## src/rtl/agtc_defines.svh

```systemverilog
// Constants for the channel 10 angle timer control and status block
// Assumes inclusion by bare name from rtl/ sources
`ifndef AGTC_DEFINES_SVH
`define AGTC_DEFINES_SVH

// ----------------------------------------
// Register offsets (word index on plain port)
// ----------------------------------------
`define AGTC_OFS_CTRL   4'h0
`define AGTC_OFS_STAT   4'h1
`define AGTC_OFS_IEN    4'h2
`define AGTC_OFS_NFLIM  4'h3
`define AGTC_OFS_STBY   4'h4

// ----------------------------------------
// Control field positions
// ----------------------------------------
`define AGTC_CTL_CLR2B  7
`define AGTC_CTL_CLR1B  6
`define AGTC_CTL_CLR2A  5
`define AGTC_CTL_CLR1A  4
`define AGTC_CTL_CAPD   3
`define AGTC_CTL_NFEN   2
`define AGTC_CTL_EDGE_HI 1
`define AGTC_CTL_EDGE_LO 0

// ----------------------------------------
// Status field positions and widths
// ----------------------------------------
`define AGTC_ST_MG      3
`define AGTC_ST_MB      2
`define AGTC_ST_CA      1
`define AGTC_ST_MA      0
`define AGTC_NFLAGS     4

// ----------------------------------------
// Reset values
// ----------------------------------------
`define AGTC_CTRL_RST   8'h00
`define AGTC_STAT_RST   4'h0
`define AGTC_IEN_RST    4'h0
`define AGTC_NFLIM_RST  8'hff
`define AGTC_NFCNT_RST  8'h00

`endif

```

## src/rtl/agtc_pkg.sv

```systemverilog
// Types shared by the channel 10 angle timer control and status block
// Assumes the defines header is on the include path
package agtc_pkg;
  // Edge select encoding
  typedef enum logic [1:0]
  {
    AGTC_EDGE_OFF  = 2'b00,
    AGTC_EDGE_RISE = 2'b01,
    AGTC_EDGE_FALL = 2'b10,
    AGTC_EDGE_BOTH = 2'b11
  } agtc_edge_t;

  // Noise filter state
  typedef enum logic [0:0]
  {
    AGTC_NF_OPEN = 1'b0,
    AGTC_NF_MASK = 1'b1
  } agtc_nf_state_t;
endpackage

```

## src/rtl/agtc_sync.sv

```systemverilog
// Three-stage synchroniser with agreement of stages two and three
// Assumes a single clock domain and active-low async reset
`timescale 1ns/1ns
`default_nettype none
module agtc_sync
(
  input  wire logic core_clk_i,
  input  wire logic arst_n_i,
  input  wire logic async_i,
  output var  logic level_o
);
  logic [2:0] stage_reg;

  // Shift chain; first stage read only by the second
  always_ff @(posedge core_clk_i or negedge arst_n_i)
  begin
    if (!arst_n_i)
      stage_reg <= 3'h0;
    else
      stage_reg <= {stage_reg[1:0], async_i};
  end

  // Change accepted once stages two and three agree
  always_ff @(posedge core_clk_i or negedge arst_n_i)
  begin
    if (!arst_n_i)
      level_o <= 1'b0;
    else if (stage_reg[1] == stage_reg[2])
      level_o <= stage_reg[2];
  end
endmodule
`default_nettype wire

```

## src/rtl/agtc_noise_filter.sv

```systemverilog
// Noise filter: masks input after an accepted edge until count reaches limit
// Assumes input already synchronised to core_clk_i
`timescale 1ns/1ns
`default_nettype none
`include "agtc_defines.svh"
module agtc_noise_filter
(
  input  wire logic       core_clk_i,
  input  wire logic       arst_n_i,
  input  wire logic       clr_i,
  input  wire logic       enable_i,
  input  wire logic [7:0] limit_i,
  input  wire logic       in_i,
  output var  logic       out_o,
  output var  logic [7:0] count_o
);
  import agtc_pkg::*;
  agtc_nf_state_t state_reg;

  // Mask window: hold output, count until limit, then release
  always_ff @(posedge core_clk_i or negedge arst_n_i)
  begin
    if (!arst_n_i)
    begin
      state_reg <= AGTC_NF_OPEN;
      out_o     <= 1'b0;
      count_o   <= `AGTC_NFCNT_RST;
    end
    else if (clr_i)
    begin
      state_reg <= AGTC_NF_OPEN;
      out_o     <= 1'b0;
      count_o   <= `AGTC_NFCNT_RST;
    end
    else if (!enable_i)
    begin
      state_reg <= AGTC_NF_OPEN;
      out_o     <= in_i;
      count_o   <= `AGTC_NFCNT_RST;
    end
    else
    begin
      unique case (state_reg)
        AGTC_NF_OPEN:
          if (in_i != out_o)
          begin
            out_o     <= in_i;
            count_o   <= `AGTC_NFCNT_RST;
            state_reg <= AGTC_NF_MASK;
          end
        AGTC_NF_MASK:
          if (count_o == limit_i)
            state_reg <= AGTC_NF_OPEN;
          else
            count_o <= count_o + 8'h01;
      endcase
    end
  end
endmodule
`default_nettype wire

```

## src/rtl/agtc_top.sv

```systemverilog
// Channel 10 angle timer control and status registers with event logic
// Assumes a plain register port, one clock, async active-low reset
//
// Function
// - Ctrl bits 7/5 clear channel 2 counter B/A on correction clear match.
// - Ctrl bits 6/4 clear channel 1 counter B/A on correction clear match.
// - Ctrl bit 3 allows capture D requests on event counter B match.
// - Ctrl bit 2 enables the input noise filter, else bypass.
// - Edge field: 00 off, 01 rising, 10 falling, 11 both; reset 00.
// - Angle clock pulses on each selected edge of the external input.
// - Each set flag requests an interrupt when its enable bit is one.
// - Status register zero on reset and in standby.
// - Status bits 15..4 read zero; software writes zero there.
// - Outside reset and standby, a flag clears only by writing zero after reading it as one.
// - Bit 3 sets when counter G equals general register G.
// - Bit 2 sets when event counter B increments while equal to compare B.
// - Bit 1 sets when counter A is captured into capture register A.
// - Bit 0 sets when counter A equals compare register A.
// - Control register zero on reset and in standby.
// - Filter masks input after edge until its counter reaches the limit.
// - Per-flag interrupt enables gate requests; reset disabled.
//
// The strobed register port and the register addresses were chosen for this implementation.
`timescale 1ns/1ns
`default_nettype none
`include "agtc_defines.svh"
module agtc_top
(
  input  wire logic        core_clk_i,
  input  wire logic        arst_n_i,
  // Register port
  input  wire logic [3:0]  reg_addr_i,
  input  wire logic [15:0] reg_wdata_i,
  input  wire logic        reg_wr_i,
  input  wire logic        reg_rd_i,
  output var  logic [15:0] reg_rdata_o,
  // Standby modes
  input  wire logic        hw_standby_i,
  // Pin and counter compare events
  input  wire logic        angle_ext_input_i,
  input  wire logic        correction_match_i,
  input  wire logic        event_counter_b_match_i,
  input  wire logic        event_counter_b_inc_i,
  input  wire logic        counter_g_match_i,
  input  wire logic        capture_a_i,
  input  wire logic        counter_a_match_i,
  // Outputs to the rest of the timer
  output var  logic        angle_clock_o,
  output var  logic        clear_ch1_ctr_a_o,
  output var  logic        clear_ch1_ctr_b_o,
  output var  logic        clear_ch2_ctr_a_o,
  output var  logic        clear_ch2_ctr_b_o,
  output var  logic        capture_d_request_o,
  output var  logic [3:0]  irq_req_o,
  output logic             irq_o
);
  import agtc_pkg::*;

  // ----------------------------------------
  // Registers
  // ----------------------------------------
  logic [7:0]  ctrl_reg;
  logic [3:0]  stat_reg;
  logic [3:0]  ien_reg;
  logic [7:0]  nflim_reg;
  logic        sw_standby_reg;
  logic [3:0]  armed_reg;
  logic [3:0]  set_next;
  logic        standby;
  logic        in_sync;
  logic        in_filt;
  logic        filt_prev_reg;
  logic [7:0]  nf_count;
  logic        wr_ctrl;
  logic        wr_stat;
  logic        rd_stat;
  agtc_edge_t  edge_sel;

  assign standby  = hw_standby_i | sw_standby_reg;
  assign wr_ctrl  = reg_wr_i && (reg_addr_i == `AGTC_OFS_CTRL);
  assign wr_stat  = reg_wr_i && (reg_addr_i == `AGTC_OFS_STAT);
  assign rd_stat  = reg_rd_i && (reg_addr_i == `AGTC_OFS_STAT);
  assign edge_sel = agtc_edge_t'(ctrl_reg[`AGTC_CTL_EDGE_HI:`AGTC_CTL_EDGE_LO]);

  // ----------------------------------------
  // Control register
  // ----------------------------------------
  // Standby forces reset value; writes ignored meanwhile
  always_ff @(posedge core_clk_i or negedge arst_n_i)
  begin
    if (!arst_n_i)
      ctrl_reg <= `AGTC_CTRL_RST;
    else if (standby)
      ctrl_reg <= `AGTC_CTRL_RST;
    else if (wr_ctrl)
      ctrl_reg <= reg_wdata_i[7:0];
  end

  // Interrupt enables and filter limit
  always_ff @(posedge core_clk_i or negedge arst_n_i)
  begin
    if (!arst_n_i)
    begin
      ien_reg   <= `AGTC_IEN_RST;
      nflim_reg <= `AGTC_NFLIM_RST;
    end
    else if (standby)
    begin
      ien_reg   <= `AGTC_IEN_RST;
      nflim_reg <= `AGTC_NFLIM_RST;
    end
    else if (reg_wr_i)
    begin
      if (reg_addr_i == `AGTC_OFS_IEN)
        ien_reg <= reg_wdata_i[3:0];
      if (reg_addr_i == `AGTC_OFS_NFLIM)
        nflim_reg <= reg_wdata_i[7:0];
    end
  end

  // Software standby bit; it stays writable so software can leave standby
  always_ff @(posedge core_clk_i or negedge arst_n_i)
  begin
    if (!arst_n_i)
      sw_standby_reg <= 1'b0;
    else if (reg_wr_i && (reg_addr_i == `AGTC_OFS_STBY))
      sw_standby_reg <= reg_wdata_i[0];
  end

  // ----------------------------------------
  // Status flags
  // ----------------------------------------
  // Hardware set conditions
  always_comb
  begin
    set_next = 4'h0;
    set_next[`AGTC_ST_MG] = counter_g_match_i;
    set_next[`AGTC_ST_MB] = event_counter_b_inc_i && event_counter_b_match_i;
    set_next[`AGTC_ST_CA] = capture_a_i;
    set_next[`AGTC_ST_MA] = counter_a_match_i;
  end

  // Per-flag read-arm, clear-by-zero, set wins over clear
  genvar gi;
  generate
    for (gi = 0; gi < `AGTC_NFLAGS; gi = gi + 1)
    begin : g_flag
      // Arm remembers a read that saw the flag at one
      always_ff @(posedge core_clk_i or negedge arst_n_i)
      begin
        if (!arst_n_i)
          armed_reg[gi] <= 1'b0;
        else if (standby)
          armed_reg[gi] <= 1'b0;
        else if (rd_stat && stat_reg[gi])
          armed_reg[gi] <= 1'b1;
        else if (wr_stat || !stat_reg[gi])
          armed_reg[gi] <= 1'b0;
      end

      always_ff @(posedge core_clk_i or negedge arst_n_i)
      begin
        if (!arst_n_i)
          stat_reg[gi] <= 1'b0;
        else if (standby)
          stat_reg[gi] <= 1'b0;
        else if (set_next[gi])
          stat_reg[gi] <= 1'b1;
        else if (wr_stat && armed_reg[gi] && !reg_wdata_i[gi])
          stat_reg[gi] <= 1'b0;
      end
    end
  endgenerate

  // ----------------------------------------
  // Read port
  // ----------------------------------------
  // Data stand one cycle after the strobe; unmapped reads give zero
  always_ff @(posedge core_clk_i or negedge arst_n_i)
  begin
    if (!arst_n_i)
      reg_rdata_o <= 16'h0000;
    else if (reg_rd_i)
    begin
      unique case (reg_addr_i)
        `AGTC_OFS_CTRL:  reg_rdata_o <= {8'h00, ctrl_reg};
        `AGTC_OFS_STAT:  reg_rdata_o <= {12'h000, stat_reg};
        `AGTC_OFS_IEN:   reg_rdata_o <= {12'h000, ien_reg};
        `AGTC_OFS_NFLIM: reg_rdata_o <= {8'h00, nflim_reg};
        `AGTC_OFS_STBY:  reg_rdata_o <= {15'h0000, sw_standby_reg};
        default:         reg_rdata_o <= 16'h0000;
      endcase
    end
    else
      reg_rdata_o <= 16'h0000;
  end

  // ----------------------------------------
  // External input path
  // ----------------------------------------
  agtc_sync u_sync
  (
    .core_clk_i (core_clk_i),
    .arst_n_i   (arst_n_i),
    .async_i    (angle_ext_input_i),
    .level_o    (in_sync)
  );

  // Filter is bypassed inside when its enable is low
  agtc_noise_filter u_filt
  (
    .core_clk_i (core_clk_i),
    .arst_n_i   (arst_n_i),
    .clr_i      (standby),
    .enable_i   (ctrl_reg[`AGTC_CTL_NFEN]),
    .limit_i    (nflim_reg),
    .in_i       (in_sync),
    .out_o      (in_filt),
    .count_o    (nf_count)
  );

  // Edge detection; history tracked even while disabled to avoid false edge
  always_ff @(posedge core_clk_i or negedge arst_n_i)
  begin
    if (!arst_n_i)
      filt_prev_reg <= 1'b0;
    else
      filt_prev_reg <= in_filt;
  end

  // Angle clock pulse from the selected edges
  always_ff @(posedge core_clk_i or negedge arst_n_i)
  begin
    if (!arst_n_i)
      angle_clock_o <= 1'b0;
    else
    begin
      unique case (edge_sel)
        AGTC_EDGE_OFF:  angle_clock_o <= 1'b0;
        AGTC_EDGE_RISE: angle_clock_o <= in_filt & ~filt_prev_reg;
        AGTC_EDGE_FALL: angle_clock_o <= ~in_filt & filt_prev_reg;
        AGTC_EDGE_BOTH: angle_clock_o <= in_filt ^ filt_prev_reg;
      endcase
    end
  end

  // ----------------------------------------
  // Counter clear and capture requests
  // ----------------------------------------
  // Registered pulses; counters must already run on the corrected clock
  always_ff @(posedge core_clk_i or negedge arst_n_i)
  begin
    if (!arst_n_i)
    begin
      clear_ch2_ctr_b_o   <= 1'b0;
      clear_ch1_ctr_b_o   <= 1'b0;
      clear_ch2_ctr_a_o   <= 1'b0;
      clear_ch1_ctr_a_o   <= 1'b0;
      capture_d_request_o <= 1'b0;
    end
    else
    begin
      clear_ch2_ctr_b_o   <= correction_match_i & ctrl_reg[`AGTC_CTL_CLR2B];
      clear_ch1_ctr_b_o   <= correction_match_i & ctrl_reg[`AGTC_CTL_CLR1B];
      clear_ch2_ctr_a_o   <= correction_match_i & ctrl_reg[`AGTC_CTL_CLR2A];
      clear_ch1_ctr_a_o   <= correction_match_i & ctrl_reg[`AGTC_CTL_CLR1A];
      capture_d_request_o <= event_counter_b_match_i & ctrl_reg[`AGTC_CTL_CAPD];
    end
  end

  // ----------------------------------------
  // Interrupts
  // ----------------------------------------
  always_ff @(posedge core_clk_i or negedge arst_n_i)
  begin
    if (!arst_n_i)
      irq_req_o <= 4'h0;
    else
      irq_req_o <= stat_reg & ien_reg;
  end

  assign irq_o = |(stat_reg & ien_reg);
endmodule
`default_nettype wire

```

## config.mk

```make
export PLATFORM = sky130hd
export DESIGN_NAME = agtc_top
export DESIGN_NICKNAME = d
export VERILOG_FILES = /design/src/rtl/agtc_pkg.sv /design/src/rtl/agtc_sync.sv /design/src/rtl/agtc_noise_filter.sv /design/src/rtl/agtc_top.sv
export VERILOG_INCLUDE_DIRS = /design/src /design/src/rtl
export SDC_FILE = /design/constraint.sdc
export NUM_CORES = 1
export LEC_CHECK = 0
export ABC_CLOCK_PERIOD_IN_PS = 1800
export BUFFER_PORTS_ARGS = -buffer_cell sky130_fd_sc_hd__buf_4
export CORE_MARGIN = 1
export CORE_UTILIZATION = 49
export DETAILED_ROUTE_END_ITERATION = 7
export PLACE_DENSITY = 0.74
export SYNTH_ARGS = -nofsm -noshare
export SYNTH_HDL_FRONTEND = slang
export SYNTH_HIERARCHICAL = 1
export SYNTH_SLANG_ARGS = --single-unit
```

## constraint.sdc

```tcl
create_clock -name core_clk_i -period 1.8 [get_ports core_clk_i]
set_input_delay 0.18 -clock core_clk_i [delete_from_list [all_inputs] [get_ports core_clk_i]]
set_output_delay 0.18 -clock core_clk_i [all_outputs]
set_load 0.02 [all_outputs]
```

==> results of run 1 <==
routing by layer:
layer / global-route usage / part of all wire / up-vias / wire, µm
met3: 0.0480 / 0.054 / 17 / 370
met4: 0.107 / 0.025 / 0 / 169
li1: - / - / 1130 / -
met2: 0.360 / 0.48 / 93 / 3300
met1: 0.328 / 0.44 / 1172 / 3020
met5: 0 / 0 / - / 0
stage by stage:
stage | setup TNS, ns | std cells | total power [W]
2_1_floorplan | 0 | 293 | 0.00165
3_3_place_gp | 0 | 399 | 0.00177
3_5_place_dp | 0 | 399 | 0.00177
4_1_cts | 0 | 419 | 0.00313
5_1_grt | -0.0716 | 424 | 0.00324
6_report | 0 | 424 | 0.00311
repair_timing:
action | in CTS | in global routing
endpoints found under the setup margin | 2 | 7
hold endpoints to repair | 55 | 0
hold buffers | 2 | 0
gates resized for setup | 2 | 6
pin swaps | 0 | 2
setup buffers | 2 | 5
cloned | 0 | 0
synthesized netlist by cell type (2+ instances only):
library cell and n:
a21oi_1 11, a31oi_1 3, a32o_1 3, and2_1 10, and3_1 4, and3_2 2
buf_2 3, buf_4 9, clkbuf_1 6, dfrtp_1 54, dfstp_2 8, ha_1 3
inv_1 5, mux2_2 2, mux2i_1 10, nand2_1 26, nand2b_1 2, nand3_1 31
nand3b_1 3, nand4_1 3, nor2_1 9, nor2_2 2, nor2b_1 4, nor3b_1 2
nor4_2 2, o211ai_1 4, o21ai_0 23, o22a_1 3, o22ai_1 5, or3_1 2
xor2_1 9
final timing paths:
path                                           from                   to  slack (ns)  cells past startpoint
min in group asynchronous                  arst_n_i  u_sync/stage_reg[1]        0.45                      2
max in group asynchronous                  arst_n_i    u_filt/count_o[0]        0.83                      2
worst min-delay path             correction_match_i    clear_ch2_ctr_a_o        0.07                      2
worst min register to register  u_sync/stage_reg[0]  u_sync/stage_reg[1]        0.36                      0
worst max register to register         nflim_reg[0]    u_filt/count_o[0]        0.06                      5
worst max-delay path                     ien_reg[2]                irq_o        0.03                      3
cell families after synthesis:
kind of cell | share of synthesized area
AND/OR/NAND/NOR | 0.218
flip-flops | 0.523
AO/OA/AOI/OAI | 0.123
buffers and inverters | 0.0428
multiplexers | 0.0486
XOR/XNOR | 0.0264
adder cells (fa/ha/maj) | 0.0164
other | 0.00126
area by class of cell:
type | instances | area, µm²
fill | 472 | 2190
tap | 75 | 93.8
multi-input combinational | 207 | 1350
inverter | 5 | 18.8
timing repair buffer | 59 | 452
clock inverter | 4 | 70.1
sequential | 62 | 1560
clock buffer | 12 | 145
where the power goes:
group | switching, W | internal (W)
sequential | 0.0000293 | 0.00143
combinational | 0.000190 | 0.000120
clock | 0.000527 | 0.000814
total | 0.000746 | 0.00237
==> flow_summary.toml, run 1 <==
[route]
drc = 0
wl_um = 6860
firstDrtPassIters = 5
drtAntennaViolNets = 0
avgRoutedWirePerCell_um = 16.2
vias = 2412
drt_iter0_markers = 112
via_per_inst = 5.69

[setup_path]
worstPathBufferInverterCount = 1
crit_family = "simple AND/OR/NAND/NOR gates"
end_kind = "primary output"
max_stage_delay_ns = 0.53
cp.required_ns = 1.62
crit_path_start_kind = "flip-flop"
cpMaxStageDelayCell = "or4_4"
crit_type = "flip-flop to primary output"
worst-path-max-fanout = 3
cp_cell_sequence = "and2_1 > or4_4 > buf_6"
arrival_ns = 1.59

[cts]
cts_sinks = 62
cts-htree-levels = 3
clkLatencyLatePin_ns = 0.34
cts_buffers = 9
cts_tree = "yes"
cts_buffer_depth = 2
clk_pin_slew_ns = 0.07
clockRootBuffer = "clkbuf_8"

[sta]
hold_ws_ns = 0.0721
final.setup.worst_slack_ns = 0.0264
fin_skew_ns = 0.00604
final-setup-viol-count = 0
min_period_ns = 1.77
drv_slew = 0
finalHoldViolations = 0
worstMarginPinSlew_ns = 0.763
timing.fmax_mhz = 564
finalCritPeriodShare = 0.985
slew-limit-headroom = 0.492

[die]
num_rows = 28
die-height_um = 80.0
pin_count = 59
die_w_um = 80.0
floorplan.initialDensity = 0.507
die-area_um2 = 6410
core_um2 = 5890

[synth]
synth_top_area_cell = "dfrtp_1"
syn_area_per_cell_um2 = 10.4
synthTopCellsByArea = "dfrtp_1, dfstp_2, nand3_1"
synthArstFlopShare = 1.00
syn_inst = 286
synth_edf_count = 0
synth_cell_types = 54
synth-main-ff-cell = "dfrtp_1"
synth_seq_cells = 62
ys_warn_count = 6
netlist_area_um2 = 2980
synth_top_area_frac = 0.453
ys_seq_area_frac = 0.523

[finish]
final_util = 0.628
final_cell_mix = "buf_4, dfrtp_1, nand3_1, nand2_1, o21ai_0"
final_cell_area_um2 = 3690
final_net_count = 379
area_growth_pct = 23.8
layout_commonest_cell = "buf_4"
final_layout_size_suffix_gt1_frac = 0.301
antenna_cells = 0

[placement]
pre_cts_ws_ns = 0.0170
routabilityCongestion = 0.863
place_area_um2 = 3370
port_buffers = 42
place_hpwl_um = 4590

[flow_run]
drv_cap = 0

[grt]
grt_usage = 0.238
grt_pass1_vias = 2220
grt_overflow_total = 0
antenna_found_initial = 0
grt_max_degree = 63
grt_pass1_wl_um = 11200

[hold_path]
hold_path.class = "input pin to flip-flop"

[status]
status = "completed"

[power]
power.density_nw_per_um2 = 843
peakVddDrop_v = 0.000508
leakagePower_nw = 1.68
Note: power is estimated with default switching activity, not from simulation.
==> run 2: changes to the inputs <==
==> constraint.sdc (replaced) <==
create_clock -name core_clk_i -period 1.8 [get_ports core_clk_i]
set_input_delay 0.18 -clock core_clk_i [delete_from_list [all_inputs] [get_ports core_clk_i]]
set_output_delay 0.18 -clock core_clk_i [all_outputs]
set_load 0.1 [all_outputs]
==> run 2 against run 1 <==
  * Non-clock buffer count rose by 2
  * Sequential cell count did not move
  * Critical path depth did not move
  * Highest routed layer unchanged
  * Fmax fell by 1.3%
==> flow_summary.toml, run 2 (same netlist as run 1, synthesis figures left out) <==
[cts]
clkLatencyLatePin_ns = 0.34
cts_sinks = 62
cts_tree = "yes"
clockRootBuffer = "clkbuf_8"
cts_buffer_depth = 2
cts-htree-levels = 3
cts_buffers = 9
clk_pin_slew_ns = 0.07

[finish]
layout_commonest_cell = "buf_4"
final_layout_size_suffix_gt1_frac = 0.311
final_net_count = 381
final_cell_mix = "buf_4, dfrtp_1, nand3_1, nand2_1, o21ai_0"
final_util = 0.632
antenna_cells = 0
area_growth_pct = 24.7
final_cell_area_um2 = 3720
layoutNonFillerInstCount = 426

[setup_path]
crit_path_start_kind = "flip-flop"
crit_family = "simple AND/OR/NAND/NOR gates"
max_stage_delay_ns = 0.55
arrival_ns = 1.62
cp_cell_sequence = "and2_4 > or4_4 > buf_12"
crit_type = "flip-flop to primary output"
cpMaxStageDelayCell = "or4_4"
worstPathBufferInverterCount = 1
reg2reg_depth = 5
cp.required_ns = 1.62
timing.rr.end = "u_filt/count_o[0]"
r2r_slack_ns = 0.05
r2r_start = "nflim_reg[0]"
crit_cells = 3
end_kind = "primary output"
worst-path-max-fanout = 2

[die]
die-height_um = 80.0
num_rows = 28
pin_count = 59
die_w_um = 80.0
die-area_um2 = 6410
floorplan.initialDensity = 0.507
core_um2 = 5890

[route]
drt_iter0_markers = 127
via_per_inst = 5.68
drc = 0
avgRoutedWirePerCell_um = 16.2
drtAntennaViolNets = 0
firstDrtPassIters = 6
vias = 2420
wl_um = 6900

[power]
leakagePower_nw = 1.70
peakVddDrop_v = 0.000541
power.density_nw_per_um2 = 859

[flow_run]
drv_cap = 0

[grt]
grt_max_degree = 63
antenna_found_initial = 0
grt_usage = 0.240
grt_pass1_vias = 2260
grt_overflow_total = 0
grt_pass1_wl_um = 11300

[sta]
hold_ws_ns = 0.0722
finalHoldViolations = 0
slew-limit-headroom = 0.492
fin_skew_ns = 0.00623
worstMarginPinSlew_ns = 0.761
finalCritPeriodShare = 0.999
rsz0062_at_grt = "yes"
min_period_ns = 1.80
timing.fmax_mhz = 556
drv_slew = 0
final-setup-viol-count = 0

[placement]
port_buffers = 42
place_hpwl_um = 4590
place_area_um2 = 3370
routabilityCongestion = 0.863
place_inst = 399

[status]
status = "completed"

[hold_path]
hold_start = "correction_match_i"
hold_end = "clear_ch2_ctr_a_o"
hold_path.class = "input pin to flip-flop"
whs_path_depth = 2
-- run 2: cell count changes in the layout (fill, tap and decap cells not counted), sizes merged --
cell  before  now
buf       57   59
-- run 2: power breakdown --
part / internal (W) / switching (W) / leakage, nW
Sequential: 0.00143 / 0.0000283 / 0.819
Clock: 0.000814 / 0.000530 / 0.110
Combinational: 0.000119 / 0.000276 / 0.766
-- run 2: how the worst max path moves through the flow --
stage,endpoint,startpoint
after detailed placement,u_filt/count_o[7],sw_standby_reg
after CTS,irq_o,ien_reg[2]
after floorplan,u_filt/count_o[2],sw_standby_reg
after global placement,u_filt/count_o[2],sw_standby_reg
after global routing,u_filt/count_o[7],sw_standby_reg
final,irq_o,ien_reg[3]
-- run 2: cell type report --
type	count	area (µm²)
fill	467	2160
sequential	62	1560
multi-input combinational	207	1360
timing repair buffer	61	475
clock buffer	12	145
tap	75	93.8
clock inverter	4	70.1
inverter	5	18.8
-- run 2: what timing repair did --
item                                   4_1_cts  5_1_grt
pin swaps                                    0        4
resized for setup                            7        5
setup endpoints to repair                    2        7
endpoints found under the hold margin       55        0
setup buffers                                4        5
hold buffers                                 2        0
-- run 2: metal layers --
metal  wire length (µm)  up-vias  global-route usage
li1                   -     1132                   -
met5                  0        -                   0
met1               3040     1173               0.326
met3                379       16              0.0514
met2               3340       99               0.362
met4                146        0               0.118
-- run 2: stage by stage --
step / setup WS [ns] / TNS [ns] / power, W
floorplan: 0.0109 / 0 / 0.00174
global placement: 0.0459 / 0 / 0.00185
detailed placement: 0.0170 / 0 / 0.00186
CTS: -0.000806 / -0.000806 / 0.00322
global route: -0.0289 / -0.0714 / 0.00333
finish: 0.00258 / 0 / 0.00320
